--- src/verilog/sr_timing_pkg.sv ---
// Purpose: Shared constants and state type for the rectifier blanking timing logic
// Assumes: A 25 MHz internal timing clock
// Notes: All times are kept in ns, and the cycle counts are derived from them
//
// Functional notes
// - Gate stays on for 360 ns, or 540 ns in the long variant, whatever turn-off shows
// - Off-blanking is the largest of 400 ns, the ring clamp and the off-time part
// - The off-time part is 70 percent of the previous cycle's off time
// - Conduction no longer than min on-time is false; record off-to-turn-on interval
// - The next cycle clamps off-blanking at 2.2 times the recorded ring cycle
// - Diode conduction longer than min on-time during blanking drops clamp to 400 ns
// - If blanking expires after diode conduction began, skip turn-on this cycle
// - Off-blanking never exceeds 3.68 us
// - Gate may turn on only while the turn-on path is armed
// - Arm the turn-on path only after off-blanking has fully elapsed
// - Off-blanking timer starts only on the drain-above-source re-arm comparator
// - Undervoltage disables all control and holds the gate off
// - Outside blanking, gate follows the turn-on and turn-off comparators
package sr_timing_pkg;

  localparam int unsigned CLK_PERIOD_NS = 40;
  localparam int unsigned MIN_ON_SHORT_NS = 360;
  localparam int unsigned MIN_ON_LONG_NS = 540;
  localparam int unsigned ABS_MIN_OFF_NS = 400;
  localparam int unsigned MAX_OFF_NS = 3680;

  // Least times round up, the longest time rounds down
  localparam int unsigned MIN_ON_SHORT_CYC = (MIN_ON_SHORT_NS + CLK_PERIOD_NS - 1) / CLK_PERIOD_NS;
  localparam int unsigned MIN_ON_LONG_CYC = (MIN_ON_LONG_NS + CLK_PERIOD_NS - 1) / CLK_PERIOD_NS;
  localparam int unsigned ABS_MIN_OFF_CYC = (ABS_MIN_OFF_NS + CLK_PERIOD_NS - 1) / CLK_PERIOD_NS;
  localparam int unsigned MAX_OFF_CYC = MAX_OFF_NS / CLK_PERIOD_NS;

  // Ratios in tenths
  localparam logic [4:0] OFF_PART_X10 = 5'h07;
  localparam logic [4:0] RING_CLAMP_X10 = 5'h16;
  localparam int unsigned RATIO_DIV = 10;

  // Pin vector positions behind the synchroniser
  localparam int unsigned PIN_ON = 0;
  localparam int unsigned PIN_OFF = 1;
  localparam int unsigned PIN_REARM = 2;
  localparam int unsigned PIN_UV = 3;
  localparam int unsigned PIN_LONG = 4;
  localparam int unsigned PIN_COUNT = 5;

  typedef enum logic [2:0] {
    ST_DISABLED = 3'h0,
    ST_WAIT_RISE = 3'h1,
    ST_BLANK = 3'h2,
    ST_ARMED = 3'h3,
    ST_ON_MIN = 3'h4,
    ST_ON = 3'h5,
    ST_SKIP = 3'h6
  } sr_state_type;

endpackage

--- src/verilog/sr_blank_timing.sv ---
// Purpose: Gate timing of a synchronous rectifier with fixed on-blanking and adaptive off-blanking
// Assumes: Comparator results arrive as asynchronous levels; reset follows supply lockout
// Notes: Pin synchronising adds two clocks of latency ahead of every decision
`timescale 1ns/100ps
module sr_blank_timing #(
  parameter int CW = 12
) (
  // Clock, enable and reset
  input wire logic clk,
  input wire logic resetn,
  input wire logic clk_en,
  // Comparator pins
  input wire logic turn_on_cmp,
  input wire logic turn_off_cmp,
  input wire logic rearm_cmp,
  // Supply and variant pins
  input wire logic uv_flag,
  input wire logic long_variant,
  // Gate drive
  output logic gate_drive_out,
  // Status
  output logic armed,
  output logic off_blanking,
  output logic false_turn_on
);
  import sr_timing_pkg::*;

  if (CW < 8 || CW > 16)
  begin : g_chk
    $error("sr_blank_timing counter width must be 8 to 16");
  end

  localparam logic [CW-1:0] MIN_ON_S = CW'(MIN_ON_SHORT_CYC);
  localparam logic [CW-1:0] MIN_ON_L = CW'(MIN_ON_LONG_CYC);
  localparam logic [CW-1:0] ABS_MIN = CW'(ABS_MIN_OFF_CYC);
  localparam logic [CW-1:0] MAX_OFF = CW'(MAX_OFF_CYC);
  localparam logic [CW+4:0] DIV = (CW+5)'(RATIO_DIV);

  function automatic logic [CW-1:0] sat_inc(input logic [CW-1:0] x);
    sat_inc = (&x) ? x : x + 1'b1;
  endfunction

  // Saturates rather than wraps so long off times still hit the ceiling
  function automatic logic [CW-1:0] scale10(input logic [CW-1:0] x, input logic [4:0] k);
    logic [CW+4:0] p;
    p = ({5'h00, x} * {{CW{1'b0}}, k}) / DIV;
    scale10 = (|p[CW+4:CW]) ? {CW{1'b1}} : p[CW-1:0];
  endfunction

  function automatic logic [CW-1:0] max2(input logic [CW-1:0] a, input logic [CW-1:0] b);
    max2 = (a > b) ? a : b;
  endfunction

  logic [PIN_COUNT-1:0] pins_raw;
  logic [PIN_COUNT-1:0] pins_s;
  logic on_s;
  logic off_s;
  logic rearm_s;
  logic uv_s;
  logic long_s;

  sr_state_type state_r;
  sr_state_type state_nxt;
  logic gate_r;
  logic gate_nxt;
  logic [CW-1:0] timer_r;
  logic [CW-1:0] timer_nxt;
  logic [CW-1:0] diode_r;
  logic [CW-1:0] diode_nxt;
  logic [CW-1:0] off_cnt_r;
  logic [CW-1:0] off_cap_r;
  logic [CW-1:0] prev_off_r;
  logic [CW-1:0] ring_r;
  logic ring_valid_r;
  logic [CW-1:0] blank_len_r;
  logic false_r;

  logic [CW-1:0] min_on;
  logic [CW-1:0] timer_inc;
  logic blank_done;
  logic min_on_done;
  logic diode_seen;
  logic diode_long;
  logic [CW-1:0] clamp_part;
  logic [CW-1:0] off_part;
  logic [CW-1:0] blank_raw;
  logic [CW-1:0] blank_nxt;
  logic enter_blank;
  logic gate_rise;
  logic gate_fall;
  logic go_real;
  logic go_false;

  assign pins_raw = {long_variant, uv_flag, rearm_cmp, turn_off_cmp, turn_on_cmp};

  pin_sync #(
    .W(PIN_COUNT)
  ) u_sync (
    .clk(clk),
    .resetn(resetn),
    .clk_en(clk_en),
    .pin_in(pins_raw),
    .pin_sync_out(pins_s)
  );

  assign on_s = pins_s[PIN_ON];
  assign off_s = pins_s[PIN_OFF];
  assign rearm_s = pins_s[PIN_REARM];
  assign uv_s = pins_s[PIN_UV];
  assign long_s = pins_s[PIN_LONG];

  assign min_on = long_s ? MIN_ON_L : MIN_ON_S;
  assign timer_inc = sat_inc(timer_r);
  assign blank_done = timer_inc >= blank_len_r;
  assign min_on_done = timer_inc >= min_on;
  // Conduction at the expiry itself counts too, the riskiest case
  assign diode_seen = on_s || (diode_r != '0);
  assign diode_long = diode_r > min_on;

  // Blanking length is frozen at the start of off-blanking
  assign clamp_part = ring_valid_r ? scale10(ring_r, RING_CLAMP_X10) : ABS_MIN;
  assign off_part = scale10(prev_off_r, OFF_PART_X10);
  assign blank_raw = max2(ABS_MIN, max2(clamp_part, off_part));
  assign blank_nxt = (blank_raw > MAX_OFF) ? MAX_OFF : blank_raw;

  always_comb
  begin
    state_nxt = state_r;
    unique case (state_r)
      ST_DISABLED:
        state_nxt = ST_WAIT_RISE;
      ST_WAIT_RISE:
        if (rearm_s)
          state_nxt = ST_BLANK;
      ST_BLANK:
        if (blank_done)
          state_nxt = diode_seen ? ST_SKIP : ST_ARMED;
      ST_ARMED:
        if (on_s)
          state_nxt = ST_ON_MIN;
      ST_ON_MIN:
        if (min_on_done)
          state_nxt = off_s ? ST_WAIT_RISE : ST_ON;
      ST_ON:
        if (off_s)
          state_nxt = ST_WAIT_RISE;
      ST_SKIP:
        if (!on_s && rearm_s)
          state_nxt = ST_BLANK;
      default:
        state_nxt = ST_DISABLED;
    endcase
    if (uv_s)
      state_nxt = ST_DISABLED;
  end

  assign gate_nxt = (state_nxt == ST_ON_MIN) || (state_nxt == ST_ON);
  assign enter_blank = (state_nxt == ST_BLANK) && (state_r != ST_BLANK);
  assign gate_rise = gate_nxt && !gate_r;
  assign gate_fall = gate_r && !gate_nxt;
  assign go_real = (state_r == ST_ON) && (state_nxt == ST_WAIT_RISE);
  assign go_false = (state_r == ST_ON_MIN) && (state_nxt == ST_WAIT_RISE);
  assign timer_nxt = (state_nxt != state_r) ? '0 : timer_inc;
  assign diode_nxt = (state_nxt == ST_BLANK && state_r == ST_BLANK && on_s) ? sat_inc(diode_r) :
                     (state_nxt == ST_BLANK && state_r == ST_BLANK) ? diode_r : '0;

  always_ff @(posedge clk or negedge resetn)
  begin
    if (!resetn)
    begin
      state_r <= ST_DISABLED;
      gate_r <= 1'b0;
      timer_r <= '0;
      diode_r <= '0;
    end
    else if (clk_en)
    begin
      state_r <= state_nxt;
      gate_r <= gate_nxt;
      timer_r <= timer_nxt;
      diode_r <= diode_nxt;
    end
  end

  // Off time runs from gate-off to the next turn-on
  always_ff @(posedge clk or negedge resetn)
  begin
    if (!resetn)
    begin
      off_cnt_r <= '0;
      off_cap_r <= '0;
      prev_off_r <= '0;
    end
    else if (clk_en)
    begin
      off_cnt_r <= gate_fall ? '0 : sat_inc(off_cnt_r);
      if (gate_rise)
        off_cap_r <= off_cnt_r;
      if (go_real)
        prev_off_r <= off_cap_r;
    end
  end

  // A false turn-on and a diode reset never share a cycle
  always_ff @(posedge clk or negedge resetn)
  begin
    if (!resetn)
    begin
      ring_r <= '0;
      ring_valid_r <= 1'b0;
      blank_len_r <= ABS_MIN;
      false_r <= 1'b0;
    end
    else if (clk_en)
    begin
      if (go_false)
      begin
        ring_r <= off_cap_r;
        ring_valid_r <= 1'b1;
      end
      else if (state_r == ST_BLANK && diode_long)
        ring_valid_r <= 1'b0;
      if (enter_blank)
        blank_len_r <= blank_nxt;
      false_r <= go_false;
    end
  end

  assign gate_drive_out = gate_r;
  assign armed = (state_r == ST_ARMED);
  assign off_blanking = (state_r == ST_BLANK);
  assign false_turn_on = false_r;

  // Assertion helper: length of the current gate pulse
  logic [CW-1:0] ast_on_len_r;
  always_ff @(posedge clk or negedge resetn)
  begin
    if (!resetn)
      ast_on_len_r <= '0;
    else if (clk_en)
      ast_on_len_r <= gate_r ? sat_inc(ast_on_len_r) : '0;
  end
endmodule

--- src/verilog/pin_sync.sv ---
// Purpose: Two-flop synchroniser for asynchronous comparator and supply pins
// Assumes: Each bit is an independent level
// Notes: First stage feeds only the second stage
`timescale 1ns/100ps
module pin_sync #(
  parameter int W = 1
) (
  // Clock, enable and reset
  input wire logic clk,
  input wire logic resetn,
  input wire logic clk_en,
  // Pins
  input wire logic [W-1:0] pin_in,
  output logic [W-1:0] pin_sync_out
);

  logic [W-1:0] meta_r;

  if (W < 1)
  begin : g_chk
    $error("pin_sync needs at least one bit");
  end

  always_ff @(posedge clk or negedge resetn)
  begin
    if (!resetn)
    begin
      meta_r <= '0;
      pin_sync_out <= '0;
    end
    else if (clk_en)
    begin
      meta_r <= pin_in;
      pin_sync_out <= meta_r;
    end
  end

endmodule

--- config.mk ---
export PLATFORM = sky130hd
export DESIGN_NAME = sr_blank_timing
export DESIGN_NICKNAME = d
export VERILOG_FILES = /design/src/verilog/sr_timing_pkg.sv /design/src/verilog/sr_blank_timing.sv /design/src/verilog/pin_sync.sv
export SDC_FILE = /design/constraint.sdc
export NUM_CORES = 1
export LEC_CHECK = 0
export ABC_AREA = 1
export BUFFER_PORTS_ARGS = -buffer_cell sky130_fd_sc_hd__buf_2
export CORE_MARGIN = 2
export CORE_UTILIZATION = 50
export CTS_BUF_LIST = sky130_fd_sc_hd__clkbuf_8
export DETAILED_ROUTE_END_ITERATION = 8
export PLACE_DENSITY = 0.66
export SLEW_MARGIN = 20
export SYNTH_ARGS = -nofsm -noshare
export SYNTH_HDL_FRONTEND = slang
export SYNTH_SLANG_ARGS = --single-unit
export TNS_END_PERCENT = 5
--- constraint.sdc ---
create_clock -name clk -period 16.45 [get_ports clk]
set_input_delay 1.645 -clock clk [delete_from_list [all_inputs] [get_ports clk]]
set_output_delay 1.645 -clock clk [all_outputs]
set_load 0.02 [all_outputs]
## Word level (Yosys, flattened, before mapping)

Cells that the tools add are included.

| cells by class | value |
|---|---|
| add/sub/neg operators | 3 |
| multipliers | 2 |
| div/mod/pow operators | 2 |
| $lt $le $gt $ge | 6 |
| equality and inequality tests | 15 |
| multiplexer cells | 26 |
| reductions and logical operators | 29 |

Operator list:

| cell | count |
|---|---|
| $mux 12 | 13 |
| $add 12x1->12 const B | 3 |
| $reduce_and 12->1 | 3 |
| $mux 3 | 10 |
| $pmux 3 s7 | 1 |
| $div 15x4->17 const B | 1 |
| $div 17x4->17 const B | 1 |
| $mul 12x4->16 const B | 1 |
| $eq 3x3->1 const B | 5 |
| $mul 12x3->15 const B | 1 |
| $ge 12x12->1 | 1 |
| $ge 12x4->1 | 1 |
| $gt 12x12->1 | 1 |
| $gt 12x4->1 | 1 |
| $gt 12x7->1 const B | 1 |
| $gt 4x12->1 const A | 1 |
| $reduce_and 2->1 | 6 |
| $reduce_bool 12->1 | 1 |
| $reduce_or 5->1 | 2 |
| $eq 3x2->1 const B | 3 |
| $logic_and 1x1->1 | 9 |
| $eq 3x1->1 const B | 2 |
| $ne 2x2->1 const B | 2 |
| $logic_not 1->1 | 3 |
| other kinds (8) | 10 |

| word-level totals | value |
|---|---|
| bits in registers | 100 |
| input port bits | 8 |
| output and inout bits | 4 |
| logic and storage cells | 96 |

## Longest topological paths before layout

| logic depth | value |
|---|---|
| depth in word-level cells | 12 |
| gate-level depth with buffers | 95 |
| depth with buffers taken out | 95 |

## Cells and area by module

A second synthesis with hierarchy kept.

| second synthesis, totals | value |
|---|---|
| cell total of the unflattened synthesis | 1,433 |
| area, all modules | 10,142.2 um^2 |

Modules (own cells, without submodules):

| module | times used | cells an instance | area each (um^2) | sequential area each (um^2) |
|---|---|---|---|---|
| sr_blank_timing | 1 | 1,391 | 9,761.9 | 2,254.7 |
| pin_sync | 1 | 42 | 380.4 | 250.2 |

## Worst setup path after synthesis

Ideal clock, no wire load.

| path | value |
|---|---|
| kind | register to register |
| from | reg ring_r[4] |
| to | reg blank_len_r[2] |
| library setup time | 0.128 ns |
| arrival | 8.763 ns |
| data required time | 16.322 ns |
| setup slack | 7.559 ns |
| cell stages (with the launch flop) | 84 |
| path buffers | 1 |
| period minus slack after synthesis | 8.891 ns |
| cells stage by stage | dfrtp_1 ha_1 inv_1 fa_1 inv_1 ha_1 a21oi_1 nand2_1 nand3_1 nand3_1 nand2_1 nand2_1 a21oi_2 inv_2 nand3_1 nand2_1 nand3_2 nand3_2 (+48 left out) ha_1 o211ai_1 nand2_1 o2111ai_1 nand2_1 clkbuf_1 nand2_1 o21ai_0 or4_1 nor2_1 nand2_1 nor3_1 nand2_2 nor2b_4 nand2_2 nand4_2 o21bai_4 a21oi_1 |

| on the way | value |
|---|---|
| word-level cells in the longest chain between the ends | 11 |

RTL lines:

| item | line | text |
|---|---|---|
| start, declared | sr_blank_timing.sv:73 | `logic [CW-1:0] ring_r;` |
| start signal, assigned | sr_blank_timing.sv:218 | `ring_r <= off_cap_r;` |
| $mul 12x4->16 (*) | sr_blank_timing.sv:46 | `p = ({5'h00, x} * {{CW{1'b0}}, k}) / DIV;` |
| $div 17x4->17 (*) | sr_blank_timing.sv:46 |  |
| $reduce_or 5->1 | sr_blank_timing.sv:47 | `scale10 = (\|p[CW+4:CW]) ? {CW{1'b1}} : p[CW-1:0];` |
| $mux 12 (*) | sr_blank_timing.sv:47 |  |
| $mux 12 (*) | sr_blank_timing.sv:121 | `assign clamp_part = ring_valid_r ? scale10(ring_r, RING_CLAMP_X10) : ABS_MIN;` |
| $gt 12x12->1 | sr_blank_timing.sv:51 | `max2 = (a > b) ? a : b;` |
| $mux 12 (*) | sr_blank_timing.sv:51 |  |
| $gt 4x12->1 | sr_blank_timing.sv:51 |  |
| $mux 12 (*) | sr_blank_timing.sv:51 |  |
| $gt 12x7->1 | sr_blank_timing.sv:124 | `assign blank_nxt = (blank_raw > MAX_OFF) ? MAX_OFF : blank_raw;` |
| $mux 12 (*) | sr_blank_timing.sv:124 |  |
| end signal, assigned | sr_blank_timing.sv:224 | `blank_len_r <= blank_nxt;` |
| end, declared | sr_blank_timing.sv:75 | `logic [CW-1:0] blank_len_r;` |

Mark *: on every way between the ends. The rest lies on a longest branch, timed or not.
A chain may end at the register's enable or synchronous reset.

## Worst setup path in the final report

| path | value |
|---|---|
| from | reg ring_r[2] |
| to | reg blank_len_r[4] |

The elaborated chain is that of the path after synthesis.

==> run metrics <==
sequential element share of the synthesized area 25.8%; dpl ws 6060 ps; Worst EP arrival 10730 ps; Placed Instances 1666; fin cells 1681; clk_skew 15.8 ps; clk_lat worst skew 380 ps; distinct cell type count after synthesis 57; die footprint 20500 µm²; gpl congestion 0.900; PortBufs 11; Largest stage delay, worst path 610 ps; Yosys warnings 0; number of global-route vias before repair 7956; post-CTS setup buffer count 0; Syn Nets 1519; max_slew headroom 43.4%; first-pass iteration count of the detailed router 5; share of the clock period used by the worst path 63.6%; WP data required 16720 ps; final-report setup violation count 0; Post-DP HPWL 16100 µm; synthesis-stage register bit count 100; outcome complete, no violations; unrepaired setup endpoints after global routing no; # clock sinks 100; most common cell in the netlist nand2_1; Root Driver clkbuf_8; number of nets with antenna violations after routing 0; Crit Path Max Fanout 13; setup_tns 0 ps; endpoints failing hold 0; leading area contributor after synthesis dfrtp_1; Max Fclk 0.0956 GHz; # rows 50; type of origin of the critical path flop; Worst setup EP type flop; final wirelength 19800 µm; IO Pins 12; Critical Path Slowest Stage Cell or4_1; Longest Clk Path Bufs 2; GR Overflow Total 0; number of vias per cell 5.04; initial antenna violation count 0; actual slew at the worst max-slew pin 847 ps; Initial Utilization 51.3%; Cells after Synth 1409; GRT Util Overall 20.9%; Setup Crit Path Kind reg2reg; Post-CTS Resized 0; CTS tree built; Post-Syn Area 9690 µm²; final critical-path required period 10460 ps; Via Count 8468; Syn-to-layout area delta 5.33%; layout cell share with drive strength beyond 1 11.3%; post-cts hold buffer count 0; Die W 143 µm; largest net degree at the start of global routing 60; Starting DRT DRC Count 443; Avg WL per Cell 11.8 µm; fin worst setup slack 5990 ps; Fill cells 1888; core area 18900 µm²; H-tree depth 3; Slew Viols, Final 0; synth top area cells dfrtp_1 (25%), nand2_1 (13%), ha_1 (10%); most frequent cells after synthesis nand2_1 (338), inv_1 (223), nand3_1 (126); HP Class reg2reg; post-layout net count 1527; Async SR Flop Fraction 100%; Synth Flop Type dfrtp_1; first-pass GRT wire length 35600 µm; WHS 474 ps; Syn Area/Cell 6.88 µm²; cts bufs inserted 9; maxcap violations 0; Post-synth EDFFs 0; most frequent CP cell nand2_1; Reg clk slew, reported paths 100 ps; die height 143 µm; post-synth top area share 25.3%; Diodes inserted 0; DR DRC count 0
[kinds of logic after synthesis]
family / after synthesis / share of synthesized area (%)
multiplexers: 1 / 0.103
buffers and inverters: 278 / 10.9
adder cells (fa/ha/maj): 102 / 14.8
AO/OA/AOI/OAI: 213 / 12.6
AND/OR/NAND/NOR: 684 / 33.0
XOR/XNOR: 31 / 2.80
flip-flops: 100 / 25.8
[cells in the final DEF, fill, tap and decap left out, types with 3 or more instances in the layout]
master,n
inv_2,30
fa_1,21
nand2_2,62
clkinvlp_4,3
a21o_1,8
ha_1,81
o21ai_0,95
o211ai_1,4
buf_2,10
nand3_2,12
nor2_2,3
nor3_1,25
o21a_1,7
nor2_1,68
nand4_1,22
xnor2_1,6
o2111ai_1,3
a21boi_0,3
clkinv_2,3
a21oi_1,49
a211oi_1,4
xor2_1,25
nor4_1,7
o21bai_1,7
dfrtp_1,98
o21ai_1,18
and3_1,3
nand2_1,338
nand3_1,126
inv_1,223
nand2_4,6
buf_4,5
clkinv_1,4
clkbuf_8,9
nand4_2,3
[flip-flops by register name, indices dropped and copies added, names as in the netlist, 3 cells and up]
name / count
timer_r: 12
ring_r: 12
off_cnt_r: 12
off_cap_r: 12
u_sync.pin_sync_out: 5
prev_off_r: 12
blank_len_r: 12
diode_r: 12
u_sync.meta_r: 5
state_r: 3
[per-stage QoR]
stage,area [µm²],util (%)
6_report,10200,54.0
3_5_place_dp,10000,53.1
2_1_floorplan,9690,-
5_1_grt,10200,54.0
3_3_place_gp,10000,53.1
4_1_cts,10200,54.0
[cell type report]
cell class                      instances  area, µm²  area share [%]
Clock buffer                            9        124            1.21
Clock inverter                          6       50.0           0.490
Inverter                              260        981            9.61
Multi-Input combinational cell       1031       6140            60.1
Sequential cell                       100       2500            24.5
Tap cell                              260        325            3.19
Timing Repair Buffer                   15       87.6           0.858
[per-layer routing]
metal / routed length (µm) / track usage, % / part of all wire (%)
met1: 10300 / 29.7 / 52
met2: 8820 / 34.4 / 45
met3: 461 / 2.41 / 2.3
met4: 190 / 4.75 / 0.96
met5: 0 / 0 / 0
[worst max-delay path: cells and delay by family (launching register included)]
family | cells | cell delay (ps)
fa+ha+maj | 4 | 1370
buf+inv | 8 | 730
compound gates | 7 | 1040
simple gates | 61 | 6700
flops | 1 | 440
[path summary, 6_finish.rpt]
check	from	to	slack (ps)	cells past startpoint
worst max-delay path	ring_r[2]	blank_len_r[4]	5990	80
worst min-delay path	blank_len_r[1]	blank_len_r[1]	470	2
worst max register to register	ring_r[2]	blank_len_r[4]	5990	80
worst min register to register	blank_len_r[1]	blank_len_r[1]	470	2
max in group asynchronous	resetn	blank_len_r[8]	14100	2
min in group asynchronous	resetn	off_cnt_r[7]	1220	1
Power is not shown: default switching activity piles up to over one toggle a cycle in this logic, so the estimate is an artifact.
